==> config.mk <==
export PLATFORM = sky130hd
export DESIGN_NAME = radio_gain_vco_cfg_regs
export DESIGN_NICKNAME = d
export VERILOG_FILES = /design/src/core/radio_cfg_pkg.sv /design/src/core/gain_step_ctrl.sv /design/src/core/osc_cal_seq.sv /design/src/core/radio_gain_vco_cfg_regs.sv
export VERILOG_INCLUDE_DIRS = /design/src /design/src/core
export SDC_FILE = /design/constraint.sdc
export NUM_CORES = 1
export LEC_CHECK = 0
export ABC_AREA = 1
export BUFFER_PORTS_ARGS = -buffer_cell sky130_fd_sc_hd__buf_4
export CORE_AREA = 2 2 163 165
export DETAILED_ROUTE_END_ITERATION = 8
export DIE_AREA = 0 0 165 167
export SETUP_SLACK_MARGIN = 0.3
export SKIP_LAST_GASP = 1
export SLEW_MARGIN = 20
export SYNTH_ARGS = -nofsm -noshare
export SYNTH_HDL_FRONTEND = slang
export SYNTH_SLANG_ARGS = --single-unit
==> constraint.sdc <==
create_clock -name clk -period 4.7 [get_ports clk]
set_input_delay 0.47 -clock clk [delete_from_list [all_inputs] [get_ports clk]]
set_output_delay 0.47 -clock clk [all_outputs]
set_load 0.005 [all_outputs]
==> src/core/radio_cfg_defines.svh <==
// Register offsets, field constants, reset values and timing counts
// for the radio gain and oscillator configuration bank.
// Assumes a 100 MHz system clock and a 10-bit byte address.
`ifndef RADIO_CFG_DEFINES_SVH
`define RADIO_CFG_DEFINES_SVH

// ****************************************************************
// Register offsets
// ****************************************************************
`define OFS_GAIN_STEP_CONFIG 10'h35C
`define OFS_GAIN_MODE_MANUAL 10'h35D
`define OFS_GAIN_LOW_THRESHOLD 10'h35E
`define OFS_GAIN_HIGH_THRESHOLD 10'h35F
`define OFS_APPLIED_GAIN_STATUS 10'h360
`define OFS_FREQ_OFFSET_READBACK 10'h372
`define OFS_OSC_BAND_OVERRIDE_VALUE 10'h3CB
`define OFS_OSC_BIAS_OVERRIDE_VALUE 10'h3CC
`define OFS_OSC_OVERRIDE_ENABLES 10'h3CD
`define OFS_OSC_CALIBRATION_CONFIG 10'h3D0
`define OFS_CRYSTAL_TRIM_CONFIG 10'h3D2
`define OFS_OSC_BAND_READBACK 10'h3DA

// ****************************************************************
// Reset values and field constants
// ****************************************************************
`define RST_GAIN_STEP_CONFIG 8'h9C
`define RST_GAIN_MODE_MANUAL 8'h00
`define RST_GAIN_LOW_THRESHOLD 8'h37
`define RST_GAIN_HIGH_THRESHOLD 8'h69
`define RST_OSC_CAL_SETTING 4'h1
`define CAL_SETTING_SKIP 4'hF
`define CAL_SETTING_RUN 4'h1
`define FRONT_AMP_GAIN_MAX 2'h2
`define FILTER_GAIN_MAX 2'h2

// ****************************************************************
// Timing
// ****************************************************************
`define CLK_PERIOD_NS 10
`define CAL_TIME_NS 2000
`define CAL_CYCLES ((`CAL_TIME_NS + `CLK_PERIOD_NS - 1) / `CLK_PERIOD_NS)

`endif

==> src/core/radio_cfg_pkg.sv <==
// Types shared by the radio gain and oscillator configuration bank.
// Holds no numbers beyond the mode encodings; the others live in radio_cfg_defines.svh.
package radio_cfg_pkg;

	// Gain-control operating modes
	typedef enum logic [1:0]
	{
		MODE_FREE = 2'h0,
		MODE_MANUAL = 2'h1,
		MODE_HOLD = 2'h2,
		MODE_LOCK = 2'h3
	} gain_ctrl_op_mode_t;

	// Gain of the three receive stages
	typedef struct packed
	{
		logic [1:0] front_amp;
		logic mixer;
		logic [1:0] filter;
	} gain_set_t;

	// Step ordering and limits of the gain controller
	typedef struct packed
	{
		logic [1:0] front_amp_step_order;
		logic [1:0] mixer_step_order;
		logic [1:0] filter_step_order;
		logic allow_extra_low_amp_gain;
		logic disallow_max_gain;
	} gain_step_cfg_t;

	// Register port request from software
	typedef struct packed
	{
		logic [9:0] addr;
		logic [7:0] wdata;
		logic wr;
		logic rd;
	} reg_req_t;

endpackage

==> src/core/gain_step_ctrl.sv <==
// Automatic gain controller: steps the three stage gains on level samples.
// Assumes level samples and the preamble flag are synchronous to clk.
`timescale 1ns/1ps
module gain_step_ctrl
(
	input wire logic clk,
	input wire logic resetn,
	input wire logic ce,
	input wire radio_cfg_pkg::gain_step_cfg_t cfg,
	input wire radio_cfg_pkg::gain_ctrl_op_mode_t mode,
	input wire radio_cfg_pkg::gain_set_t manual_gain,
	input wire logic [7:0] low_threshold,
	input wire logic [7:0] high_threshold,
	input wire logic [7:0] level,
	input wire logic level_valid,
	input wire logic preamble_qualified,
	output radio_cfg_pkg::gain_set_t applied_gain,
	output logic extra_low_active
);
	import radio_cfg_pkg::*;
	`include "radio_cfg_defines.svh"

	typedef struct packed
	{
		gain_set_t g;
		logic xlow;
		logic locked;
	} agc_state_t;

	agc_state_t s;
	agc_state_t next_s;

	// Step logic; step down walks the order upward, step up walks it back
	always_comb
	begin
		gain_set_t cand;
		logic cand_x;
		logic done;
		cand = s.g;
		cand_x = s.xlow;
		done = 1'b0;
		next_s = s;
		if (mode != MODE_LOCK)
			next_s.locked = 1'b0;
		else if (preamble_qualified)
			next_s.locked = 1'b1;
		if (mode == MODE_MANUAL)
		begin
			next_s.g = manual_gain;
			next_s.xlow = 1'b0;
		end
		else if (mode != MODE_HOLD && !(mode == MODE_LOCK && s.locked) && level_valid)
		begin
			if (level > high_threshold)
			begin
				for (int p = 0; p < 4; p++)
				begin
					if (!done && cfg.front_amp_step_order == 2'(p))
					begin
						if (cand.front_amp != 2'h0)
						begin
							cand.front_amp = cand.front_amp - 2'h1;
							done = 1'b1;
						end
						else if (cfg.allow_extra_low_amp_gain && !cand_x)
						begin
							cand_x = 1'b1;
							done = 1'b1;
						end
					end
					if (!done && cfg.mixer_step_order == 2'(p) && cand.mixer)
					begin
						cand.mixer = 1'b0;
						done = 1'b1;
					end
					if (!done && cfg.filter_step_order == 2'(p) && cand.filter != 2'h0)
					begin
						cand.filter = cand.filter - 2'h1;
						done = 1'b1;
					end
				end
			end
			else if (level < low_threshold)
			begin
				for (int p = 3; p >= 0; p--)
				begin
					if (!done && cfg.filter_step_order == 2'(p)
						&& cand.filter < `FILTER_GAIN_MAX)
					begin
						cand.filter = cand.filter + 2'h1;
						done = 1'b1;
					end
					if (!done && cfg.mixer_step_order == 2'(p) && !cand.mixer)
					begin
						cand.mixer = 1'b1;
						done = 1'b1;
					end
					if (!done && cfg.front_amp_step_order == 2'(p))
					begin
						if (cand_x)
						begin
							cand_x = 1'b0;
							done = 1'b1;
						end
						else if (cand.front_amp < `FRONT_AMP_GAIN_MAX)
						begin
							cand.front_amp = cand.front_amp + 2'h1;
							done = 1'b1;
						end
					end
				end
			end
			// Refuse a step that would land on the top overall gain
			if (!(cfg.disallow_max_gain && !cand_x && cand.front_amp == `FRONT_AMP_GAIN_MAX
				&& cand.mixer && cand.filter == `FILTER_GAIN_MAX))
			begin
				next_s.g = cand;
				next_s.xlow = cand_x;
			end
		end
		if (!cfg.allow_extra_low_amp_gain)
			next_s.xlow = 1'b0;
	end

	// State register, frozen while ce is low
	always_ff @(posedge clk or negedge resetn)
	begin
		if (!resetn)
			s <= '0;
		else if (ce)
			s <= next_s;
	end

	assign applied_gain = s.g;
	assign extra_low_active = s.xlow;
endmodule

==> src/core/osc_cal_seq.sv <==
// Oscillator calibration sequencer, started on a transmit or receive entry while idle.
// Assumes the analog search results are stable by the end of the run.
`timescale 1ns/1ps
`include "radio_cfg_defines.svh"
module osc_cal_seq
#(
	parameter int CAL_CYCLES = `CAL_CYCLES
)
(
	input wire logic clk,
	input wire logic resetn,
	input wire logic ce,
	input wire logic state_entry,
	input wire logic [3:0] osc_cal_setting,
	input wire logic [7:0] band_search,
	input wire logic [7:0] bias_search,
	output logic busy,
	output logic [7:0] band_result,
	output logic [7:0] bias_result
);
	import radio_cfg_pkg::*;

	typedef enum logic [1:0]
	{
		CAL_IDLE = 2'b01,
		CAL_RUN = 2'b10
	} cal_state_t;

	typedef struct packed
	{
		cal_state_t st;
		logic [15:0] cnt;
		logic [7:0] band;
		logic [7:0] bias;
	} cal_t;

	cal_t s;
	cal_t next_s;

	// Run on entry unless bypassed; results latch when the run ends
	always_comb
	begin
		next_s = s;
		unique case (s.st)
			CAL_IDLE:
			begin
				if (state_entry && osc_cal_setting != `CAL_SETTING_SKIP)
				begin
					next_s.st = CAL_RUN;
					next_s.cnt = 16'(CAL_CYCLES - 1);
				end
			end
			CAL_RUN:
			begin
				if (s.cnt == 16'h0000)
				begin
					next_s.st = CAL_IDLE;
					next_s.band = band_search;
					next_s.bias = bias_search;
				end
				else
					next_s.cnt = s.cnt - 16'h0001;
			end
			default:
				next_s.st = CAL_IDLE;
		endcase
	end

	// State register, frozen while ce is low
	always_ff @(posedge clk or negedge resetn)
	begin
		if (!resetn)
		begin
			s.st <= CAL_IDLE;
			s.cnt <= 16'h0000;
			s.band <= 8'h00;
			s.bias <= 8'h00;
		end
		else if (ce)
			s <= next_s;
	end

	assign busy = (s.st == CAL_RUN);
	assign band_result = s.band;
	assign bias_result = s.bias;
endmodule

==> src/core/radio_gain_vco_cfg_regs.sv <==
// Radio gain-control and oscillator configuration register bank.
// Assumes a software port with one-cycle strobes, read data one cycle later,
// and that the demodulator, level meter and oscillator search share clk.
//
// Operation
// - Mode field 0 free, 1 manual, 2 hold, 3 freeze after qualified preamble.
// - Bits 7:6 place the front amplifier step; reset value 2.
// - Bits 5:4 place the mixer step; reset value 1.
// - Bits 3:2 place the filter step; reset value 3.
// - Bit 1 allows one extra, lower front amplifier gain.
// - Bit 0 forbids the highest overall gain; only controller steps onto it are refused, manual gain is applied as written.
// - Eight-bit read-only frequency offset, one unit per kHz.
// - The frequency offset reads as a signed two's complement value.
// - Band override enable substitutes the software band for the calibrated band.
// - Bias override enable drives the bias DAC from the software value.
// - Bits 5:2 set the oscillator level reference used in the Q phase.
// - Calibration setting 0xF skips calibration on transmit or receive entry.
// - Calibration setting 0x1, the reset value, calibrates on each entry made while no run is in progress.
// - Bits 5:3 set the crystal trim; other bits hold zero.
// - Read-only band value holds the calibration outcome once done.
//
// The strobed register port was chosen for this implementation.
`timescale 1ns/1ps
`include "radio_cfg_defines.svh"
module radio_gain_vco_cfg_regs
#(
	parameter int CAL_CYCLES = `CAL_CYCLES
)
(
	input wire logic clk,
	input wire logic resetn,
	input wire logic ce,
	input wire radio_cfg_pkg::reg_req_t req,
	output logic [7:0] rdata,
	input wire logic [7:0] signal_level,
	input wire logic signal_level_valid,
	input wire logic preamble_qualified,
	input wire logic [7:0] freq_error,
	input wire logic freq_error_valid,
	input wire logic transmit_state_entry,
	input wire logic receive_state_entry,
	input wire logic [7:0] band_search,
	input wire logic [7:0] bias_search,
	output radio_cfg_pkg::gain_set_t applied_gain,
	output logic extra_low_amp_active,
	output logic [7:0] osc_band,
	output logic [7:0] osc_bias,
	output logic [3:0] osc_q_phase_level_ref,
	output logic [2:0] crystal_cap_trim,
	output logic osc_cal_busy
);
	import radio_cfg_pkg::*;

	// ****************************************************************
	// State
	// ****************************************************************

	typedef struct packed
	{
		// Gain controller setup
		gain_step_cfg_t step_cfg;
		logic [1:0] op_mode;
		gain_set_t manual_gain;
		logic [7:0] low_threshold;
		logic [7:0] high_threshold;

		// Captured frequency offset
		logic signed [7:0] freq_offset;

		// Oscillator controls
		logic [7:0] band_override;
		logic [7:0] bias_override;
		logic [3:0] q_ref;
		logic bias_override_on;
		logic band_override_on;
		logic [3:0] cal_setting;
		logic [2:0] cap_trim;

		// Registered outputs and read data
		logic [7:0] band_out;
		logic [7:0] bias_out;
		logic [7:0] rdata;
	} regs_t;

	regs_t s;
	regs_t next_s;

	gain_set_t agc_gain;
	logic agc_xlow;
	logic cal_busy;
	logic [7:0] cal_band;
	logic [7:0] cal_bias;
	logic state_entry;

	// Either radio entry starts the same calibration sequence
	assign state_entry = transmit_state_entry | receive_state_entry;

	// ****************************************************************
	// Gain controller
	// ****************************************************************

	gain_step_ctrl u_gain
	(
		.clk(clk),
		.resetn(resetn),
		.ce(ce),
		.cfg(s.step_cfg),
		.mode(gain_ctrl_op_mode_t'(s.op_mode)),
		.manual_gain(s.manual_gain),
		.low_threshold(s.low_threshold),
		.high_threshold(s.high_threshold),
		.level(signal_level),
		.level_valid(signal_level_valid),
		.preamble_qualified(preamble_qualified),
		.applied_gain(agc_gain),
		.extra_low_active(agc_xlow)
	);

	// ****************************************************************
	// Oscillator calibration
	// ****************************************************************

	osc_cal_seq #(.CAL_CYCLES(CAL_CYCLES)) u_cal
	(
		.clk(clk),
		.resetn(resetn),
		.ce(ce),
		.state_entry(state_entry),
		.osc_cal_setting(s.cal_setting),
		.band_search(band_search),
		.bias_search(bias_search),
		.busy(cal_busy),
		.band_result(cal_band),
		.bias_result(cal_bias)
	);

	// ****************************************************************
	// Register writes, captures and read mux
	// ****************************************************************

	// Writes store only defined bits so reserved bits always read zero
	always_comb
	begin
		next_s = s;
		if (req.wr)
		begin
			unique case (req.addr)
				// Step ordering and gain limits
				`OFS_GAIN_STEP_CONFIG:
				begin
					next_s.step_cfg = gain_step_cfg_t'(req.wdata);
				end

				// Operating mode and manual gains
				`OFS_GAIN_MODE_MANUAL:
				begin
					next_s.op_mode = req.wdata[6:5];
					next_s.manual_gain = gain_set_t'(req.wdata[4:0]);
				end

				// Level thresholds of the gain controller
				`OFS_GAIN_LOW_THRESHOLD:
				begin
					next_s.low_threshold = req.wdata;
				end

				`OFS_GAIN_HIGH_THRESHOLD:
				begin
					next_s.high_threshold = req.wdata;
				end

				// Software band and bias values
				`OFS_OSC_BAND_OVERRIDE_VALUE:
				begin
					next_s.band_override = req.wdata;
				end

				`OFS_OSC_BIAS_OVERRIDE_VALUE:
				begin
					next_s.bias_override = req.wdata;
				end

				// Level reference and the two override enables
				`OFS_OSC_OVERRIDE_ENABLES:
				begin
					next_s.q_ref = req.wdata[5:2];
					next_s.bias_override_on = req.wdata[1];
					next_s.band_override_on = req.wdata[0];
				end

				// Calibration setting; 0xF bypasses the run
				`OFS_OSC_CALIBRATION_CONFIG:
				begin
					next_s.cal_setting = req.wdata[3:0];
				end

				// Only the trim field is stored, so the rest reads zero
				`OFS_CRYSTAL_TRIM_CONFIG:
				begin
					next_s.cap_trim = req.wdata[5:3];
				end

				default:
				begin
					// Read-only and unmapped offsets ignore writes
				end
			endcase
		end

		// Latest offset estimate from the demodulator, kept signed
		if (freq_error_valid)
			next_s.freq_offset = signed'(freq_error);

		// Override values win over the calibration outcome
		if (s.band_override_on)
			next_s.band_out = s.band_override;
		else
			next_s.band_out = cal_band;
		if (s.bias_override_on)
			next_s.bias_out = s.bias_override;
		else
			next_s.bias_out = cal_bias;

		// Read data stands for exactly the cycle after the strobe
		next_s.rdata = 8'h00;
		if (req.rd)
		begin
			unique case (req.addr)
				// Gain controller setup
				`OFS_GAIN_STEP_CONFIG:
				begin
					next_s.rdata = s.step_cfg;
				end

				`OFS_GAIN_MODE_MANUAL:
				begin
					next_s.rdata = {1'b0, s.op_mode, s.manual_gain};
				end

				`OFS_GAIN_LOW_THRESHOLD:
				begin
					next_s.rdata = s.low_threshold;
				end

				`OFS_GAIN_HIGH_THRESHOLD:
				begin
					next_s.rdata = s.high_threshold;
				end

				// Live readbacks; the gain is the applied one, not the manual field
				`OFS_APPLIED_GAIN_STATUS:
				begin
					next_s.rdata = {3'h0, agc_gain};
				end

				`OFS_FREQ_OFFSET_READBACK:
				begin
					next_s.rdata = s.freq_offset;
				end

				// Oscillator controls, reserved bits as zero
				`OFS_OSC_BAND_OVERRIDE_VALUE:
				begin
					next_s.rdata = s.band_override;
				end

				`OFS_OSC_BIAS_OVERRIDE_VALUE:
				begin
					next_s.rdata = s.bias_override;
				end

				`OFS_OSC_OVERRIDE_ENABLES:
				begin
					next_s.rdata = {2'h0, s.q_ref, s.bias_override_on, s.band_override_on};
				end

				`OFS_OSC_CALIBRATION_CONFIG:
				begin
					next_s.rdata = {4'h0, s.cal_setting};
				end

				`OFS_CRYSTAL_TRIM_CONFIG:
				begin
					next_s.rdata = {2'h0, s.cap_trim, 3'h0};
				end

				// Calibration outcome, ignoring any override
				`OFS_OSC_BAND_READBACK:
				begin
					next_s.rdata = cal_band;
				end

				default:
				begin
					next_s.rdata = 8'h00;
				end
			endcase
		end
	end

	// ****************************************************************
	// State register
	// ****************************************************************

	// All state freezes while ce is low, including pending read data
	always_ff @(posedge clk or negedge resetn)
	begin
		if (!resetn)
		begin
			s.step_cfg <= gain_step_cfg_t'(`RST_GAIN_STEP_CONFIG);
			s.op_mode <= 2'h0;
			s.manual_gain <= '0;
			s.low_threshold <= `RST_GAIN_LOW_THRESHOLD;
			s.high_threshold <= `RST_GAIN_HIGH_THRESHOLD;
			s.freq_offset <= '0;
			s.band_override <= 8'h00;
			s.bias_override <= 8'h00;
			s.q_ref <= 4'h0;
			s.bias_override_on <= 1'b0;
			s.band_override_on <= 1'b0;
			s.cal_setting <= `RST_OSC_CAL_SETTING;
			s.cap_trim <= 3'h0;
			s.band_out <= 8'h00;
			s.bias_out <= 8'h00;
			s.rdata <= 8'h00;
		end
		else if (ce)
			s <= next_s;
	end

	// ****************************************************************
	// Outputs
	// ****************************************************************

	// All come from flip-flops here or inside the two sub-blocks
	assign rdata = s.rdata;
	assign applied_gain = agc_gain;
	assign extra_low_amp_active = agc_xlow;
	assign osc_band = s.band_out;
	assign osc_bias = s.bias_out;
	assign osc_q_phase_level_ref = s.q_ref;
	assign crystal_cap_trim = s.cap_trim;
	assign osc_cal_busy = cal_busy;
endmodule

==> summary.md <==
| Metric | Value |
|---|---|
| Top delay family on crit path | `simple AND/OR/NAND/NOR gates` |
| ANT cells | `0` |
| Area leader, netlist | `dfrtp_1` |
| Int Power | `2.40 mW` |
| Top cells by area, synth | `dfrtp_1 (36%), nand2_1 (12%), o21ai_0 (8.0%), inv_1 (6.3%), dfstp_2 (4.9%)` |
| I/O pins | `98` |
| Sequential group share of total power | `roughly 37%` |
| FF/Latch Area | `0.00335 mm^2` |
| Slowest CP cell | `dfrtp_1` |
| Max-cap viol count | `0` |
| Clock Skew | `approximately 0.0065 ns` |
| TNS Setup | `0 ns` |
| Crit-path most repeated cell | `nand2_2` |
| First DRT Iteration DRCs | `663` |
| Syn avg cell area | `7.60 um^2` |
| Multi-input gate area | `0.00393 mm^2` |
| Reg2Reg Capture Point | `u_gain.applied_gain[1]` |
| Ys async rst share | `100%` |
| Max clock buf depth | `2` |
| Highest achievable clock rate | `around 0.24 GHz` |
| Net switching power | `1.06 mW` |
| Normalized max-slew margin | `40.1%` |
| CTS tree | `done` |
| GRT Overall Usage | `18.4%` |
| Clock power frac | `39.2%` |
| Share of cells above drive strength 1 | `19.5%` |
| Fin. max-slew vios | `0` |
| Worst-margin pin slew | `a little under 0.9 ns` |
| Comb power frac | `23.9%` |
| Count leader, synth | `nand2_1` |
| CP bufs+invs | `4` |
| Core Area | `roughly 0.026 mm^2` |
| FF-to-FF path depth | `29` |
| Status | `finished clean` |
| Synth Flop Type | `dfrtp_1` |
| Die height | `167 um` |
| Placer congestion estimate | `0.913` |
| Dpl hpwl | `roughly 19000 um` |
| Clock Sink Count | `133` |
| Synth Register Bits | `133` |
| Unrepaired setup endpoints after global routing | `no` |
| Row count | `59` |
| Vias | `7390` |
| Worst Path Max Fanout | `8` |
| Crit share post-route | `slightly below 90%` |
| Max VDD drop | `0.232 mV` |
| Pin count of the biggest net entering global routing | `97` |
| Antenna Nets Post-Route | `0` |
| Reg-to-Reg Start | `u_gain.extra_low_active` |
| Initial antenna violation count | `0` |
| Crit path launch type | `flip-flop` |
| Syn nets | `1153` |
| Data arrival time of the worst path | `approximately 4.4 ns` |
| Fin crit period | `4.09 ns` |
| Final hold violation count | `0` |
| CP Class | `flip-flop to flip-flop` |
| Worst Path Required | `5.02 ns` |
| TritonCTS Buffers | `17` |
| Post-synth top cells | `nand2_1 (250), inv_1 (135), o21ai_0 (129)` |
| Library cells used by synthesis | `53` |
| Vias in the first global route | `6993` |
| Critical Path Max Stage Delay | `0.50 ns` |
| Area Overhead vs Synth | `19.3%` |
| Residual DRC count | `0` |
| Clock Pin Slew Worst Setup and Hold Paths | `0.06 ns` |
| CTS Root Cell | `clkbuf_16` |
| Element type at the critical path end | `flip-flop` |
| DR WL/cell | `16.7 um` |
| Warnings from Yosys | `0` |
| Grt ovf | `0` |
| EDFF count, synth | `0` |
| Sw Ratio | `30.5%` |
| Mapped Area | `slightly above 0.008 mm^2` |
| Fill cells | `between 2k and 3k` |
| WL final | `24800 um` |
| Post-synthesis cell count | `~1.1k` |
| Seq/Total Area, Yosys | `41.3%` |
| Yosys top cell area share | `36.5%` |
| First-pass GRT wire length | `38600 um` |
| DR vias/cell | `4.98` |
| Die area | `0.0276 mm^2` |
| Total power | `3.46 mW` |
| PortBufs | `97` |
| Starting Density | `31.4%` |
| HP Class | `input pin to async pin` |
| Worst-skew pair later-pin latency | `0.43 ns` |
| Setup Viol. Count Final | `0` |
| PwrDens | `358 mW/mm^2` |
| Leakage Power | `roughly 4.7 nW` |
| DR pass1 iterations | `6` |
| Setup slack, reg-to-reg | `0.61 ns` |
| Die W | `about 170 um` |
| H-tree levels | `4` |
| Fin nets | `~1.2k` |
==> metrics by stage <==
step,worst slack [ns],instances,area [um^2],hold slack (ns),utilization [%]
final,0.611,1485,9660,0.117,37.5
after global routing,0.298,1485,9660,0.190,37.5
after CTS,0.330,1480,9550,0.178,37.1
after detailed placement,0.221,1448,8950,0.474,34.7
after global placement,0.330,1448,8950,0.466,34.7
after floorplan,0.397,1065,8100,0.174,-
==> logic make-up (layout without fill, tap and decap cells) <==
family / count (synthesis) / in the layout / synth area share, %
DFF: 133 / 133 / 41.3
xor gates and xnor gates: 6 / 6 / 0.649
AOI/OAI and AO/OA: 234 / 234 / 16.3
adders and majority gates: 28 / 28 / 4.33
buffers and inverters: 201 / 286 / 11.0
muxes: 19 / 19 / 2.63
and+or+nand+nor: 444 / 444 / 23.7
==> state kept, by name, summed over array words and instances, names as in the netlist <==
signal / count
u_cal.bias_result: 8
u_cal.band_result: 8
s: 61
u_gain.applied_gain: 5
u_cal.s: 18
u_gain.extra_low_active: 1
u_gain.s: 1
osc_q_phase_level_ref: 4
rdata: 8
osc_band: 8
osc_bias: 8
crystal_cap_trim: 3
==> worst max path at each step <==
| stage | startpoint | to | slack [ns] | cells past startpoint |
|---|---|---|---|---|
| after floorplan | u_gain.applied_gain[4] | u_gain.applied_gain[1] | 0.40 | 29 |
| after global placement | u_gain.applied_gain[4] | u_gain.applied_gain[0] | 0.33 | 29 |
| after detailed placement | u_gain.applied_gain[4] | u_gain.applied_gain[1] | 0.22 | 29 |
| after CTS | u_gain.applied_gain[4] | u_gain.applied_gain[1] | 0.33 | 29 |
| after global routing | s[88] | u_gain.applied_gain[3] | 0.30 | 29 |
| final | u_gain.extra_low_active | u_gain.applied_gain[1] | 0.61 | 29 |
==> area by class of cell <==
cell class | count | area share (%)
multi-input cells | 731 | 40.7
flip-flops and latches | 133 | 34.7
repair buffers | 108 | 8.43
inverters | 146 | 5.73
clock buffers | 23 | 4.84
well taps | 335 | 4.34
clock inverters | 9 | 1.31
==> power by group through the flow <==
stage	Sequential (mW)	Combinational [mW]	Clock, mW
2_1_floorplan	1.28	0.535	0
3_3_place_gp	1.30	0.742	0
3_5_place_dp	1.30	0.756	0
4_1_cts	1.28	0.762	1.37
5_1_grt	1.29	0.937	1.42
6_report	1.28	0.825	1.35
==> placed cells by master (no fill, tap or decap), drive strengths merged, types with 2 or more instances in the layout <==
master | netlist | final
nand2 | 257 | 257
inv | 141 | 141
o21ai | 137 | 137
dfrtp | 118 | 118
buf | 40 | 108
nor2 | 104 | 104
nand3 | 48 | 48
a21oi | 47 | 47
ha | 28 | 28
clkbuf | 15 | 23
mux2 | 18 | 18
dfstp | 15 | 15
nor3 | 14 | 14
o22ai | 11 | 11
a221oi | 11 | 11
nand4 | 11 | 11
clkinv | 5 | 10
a22o | 5 | 5
nor4 | 4 | 4
o31ai | 4 | 4
xor2 | 4 | 4
o211ai | 3 | 3
nand3b | 3 | 3
bufinv | 0 | 3
a21boi | 3 | 3
a211oi | 2 | 2
a22oi | 2 | 2
xnor2 | 2 | 2
a21o | 2 | 2
or2 | 2 | 2
==> worst register-to-register path, delay by kind of cell (launching register included) <==
kind	cells	cell delay, ns
buf+inv	4	0.31
compound gates	1	0.23
flops	1	0.50
simple gates	19	1.94
mux	1	0.28
xor+xnor	1	0.15
fa+ha+maj	3	0.57
==> repair_timing <==
| item | CTS | global route |
|---|---|---|
| hold buffers | 0 | 0 |
| pin swaps | 0 | 8 |
| endpoints found under the setup margin | 6 | 6 |
| resized for setup | 4 | 22 |
| buffers inserted | 0 | 5 |
==> metal layers <==
layer / GRT usage (%) / vias up / wire length, um
met5: 0 / - / 0
li1: - / 3620 / -
met1: 24.2 / 3504 / 10900
met3: 4.06 / 48 / 1430
met2: 29.3 / 218 / 11600
met4: 6.92 / 0 / 802
(Power assumes the default switching activity.)
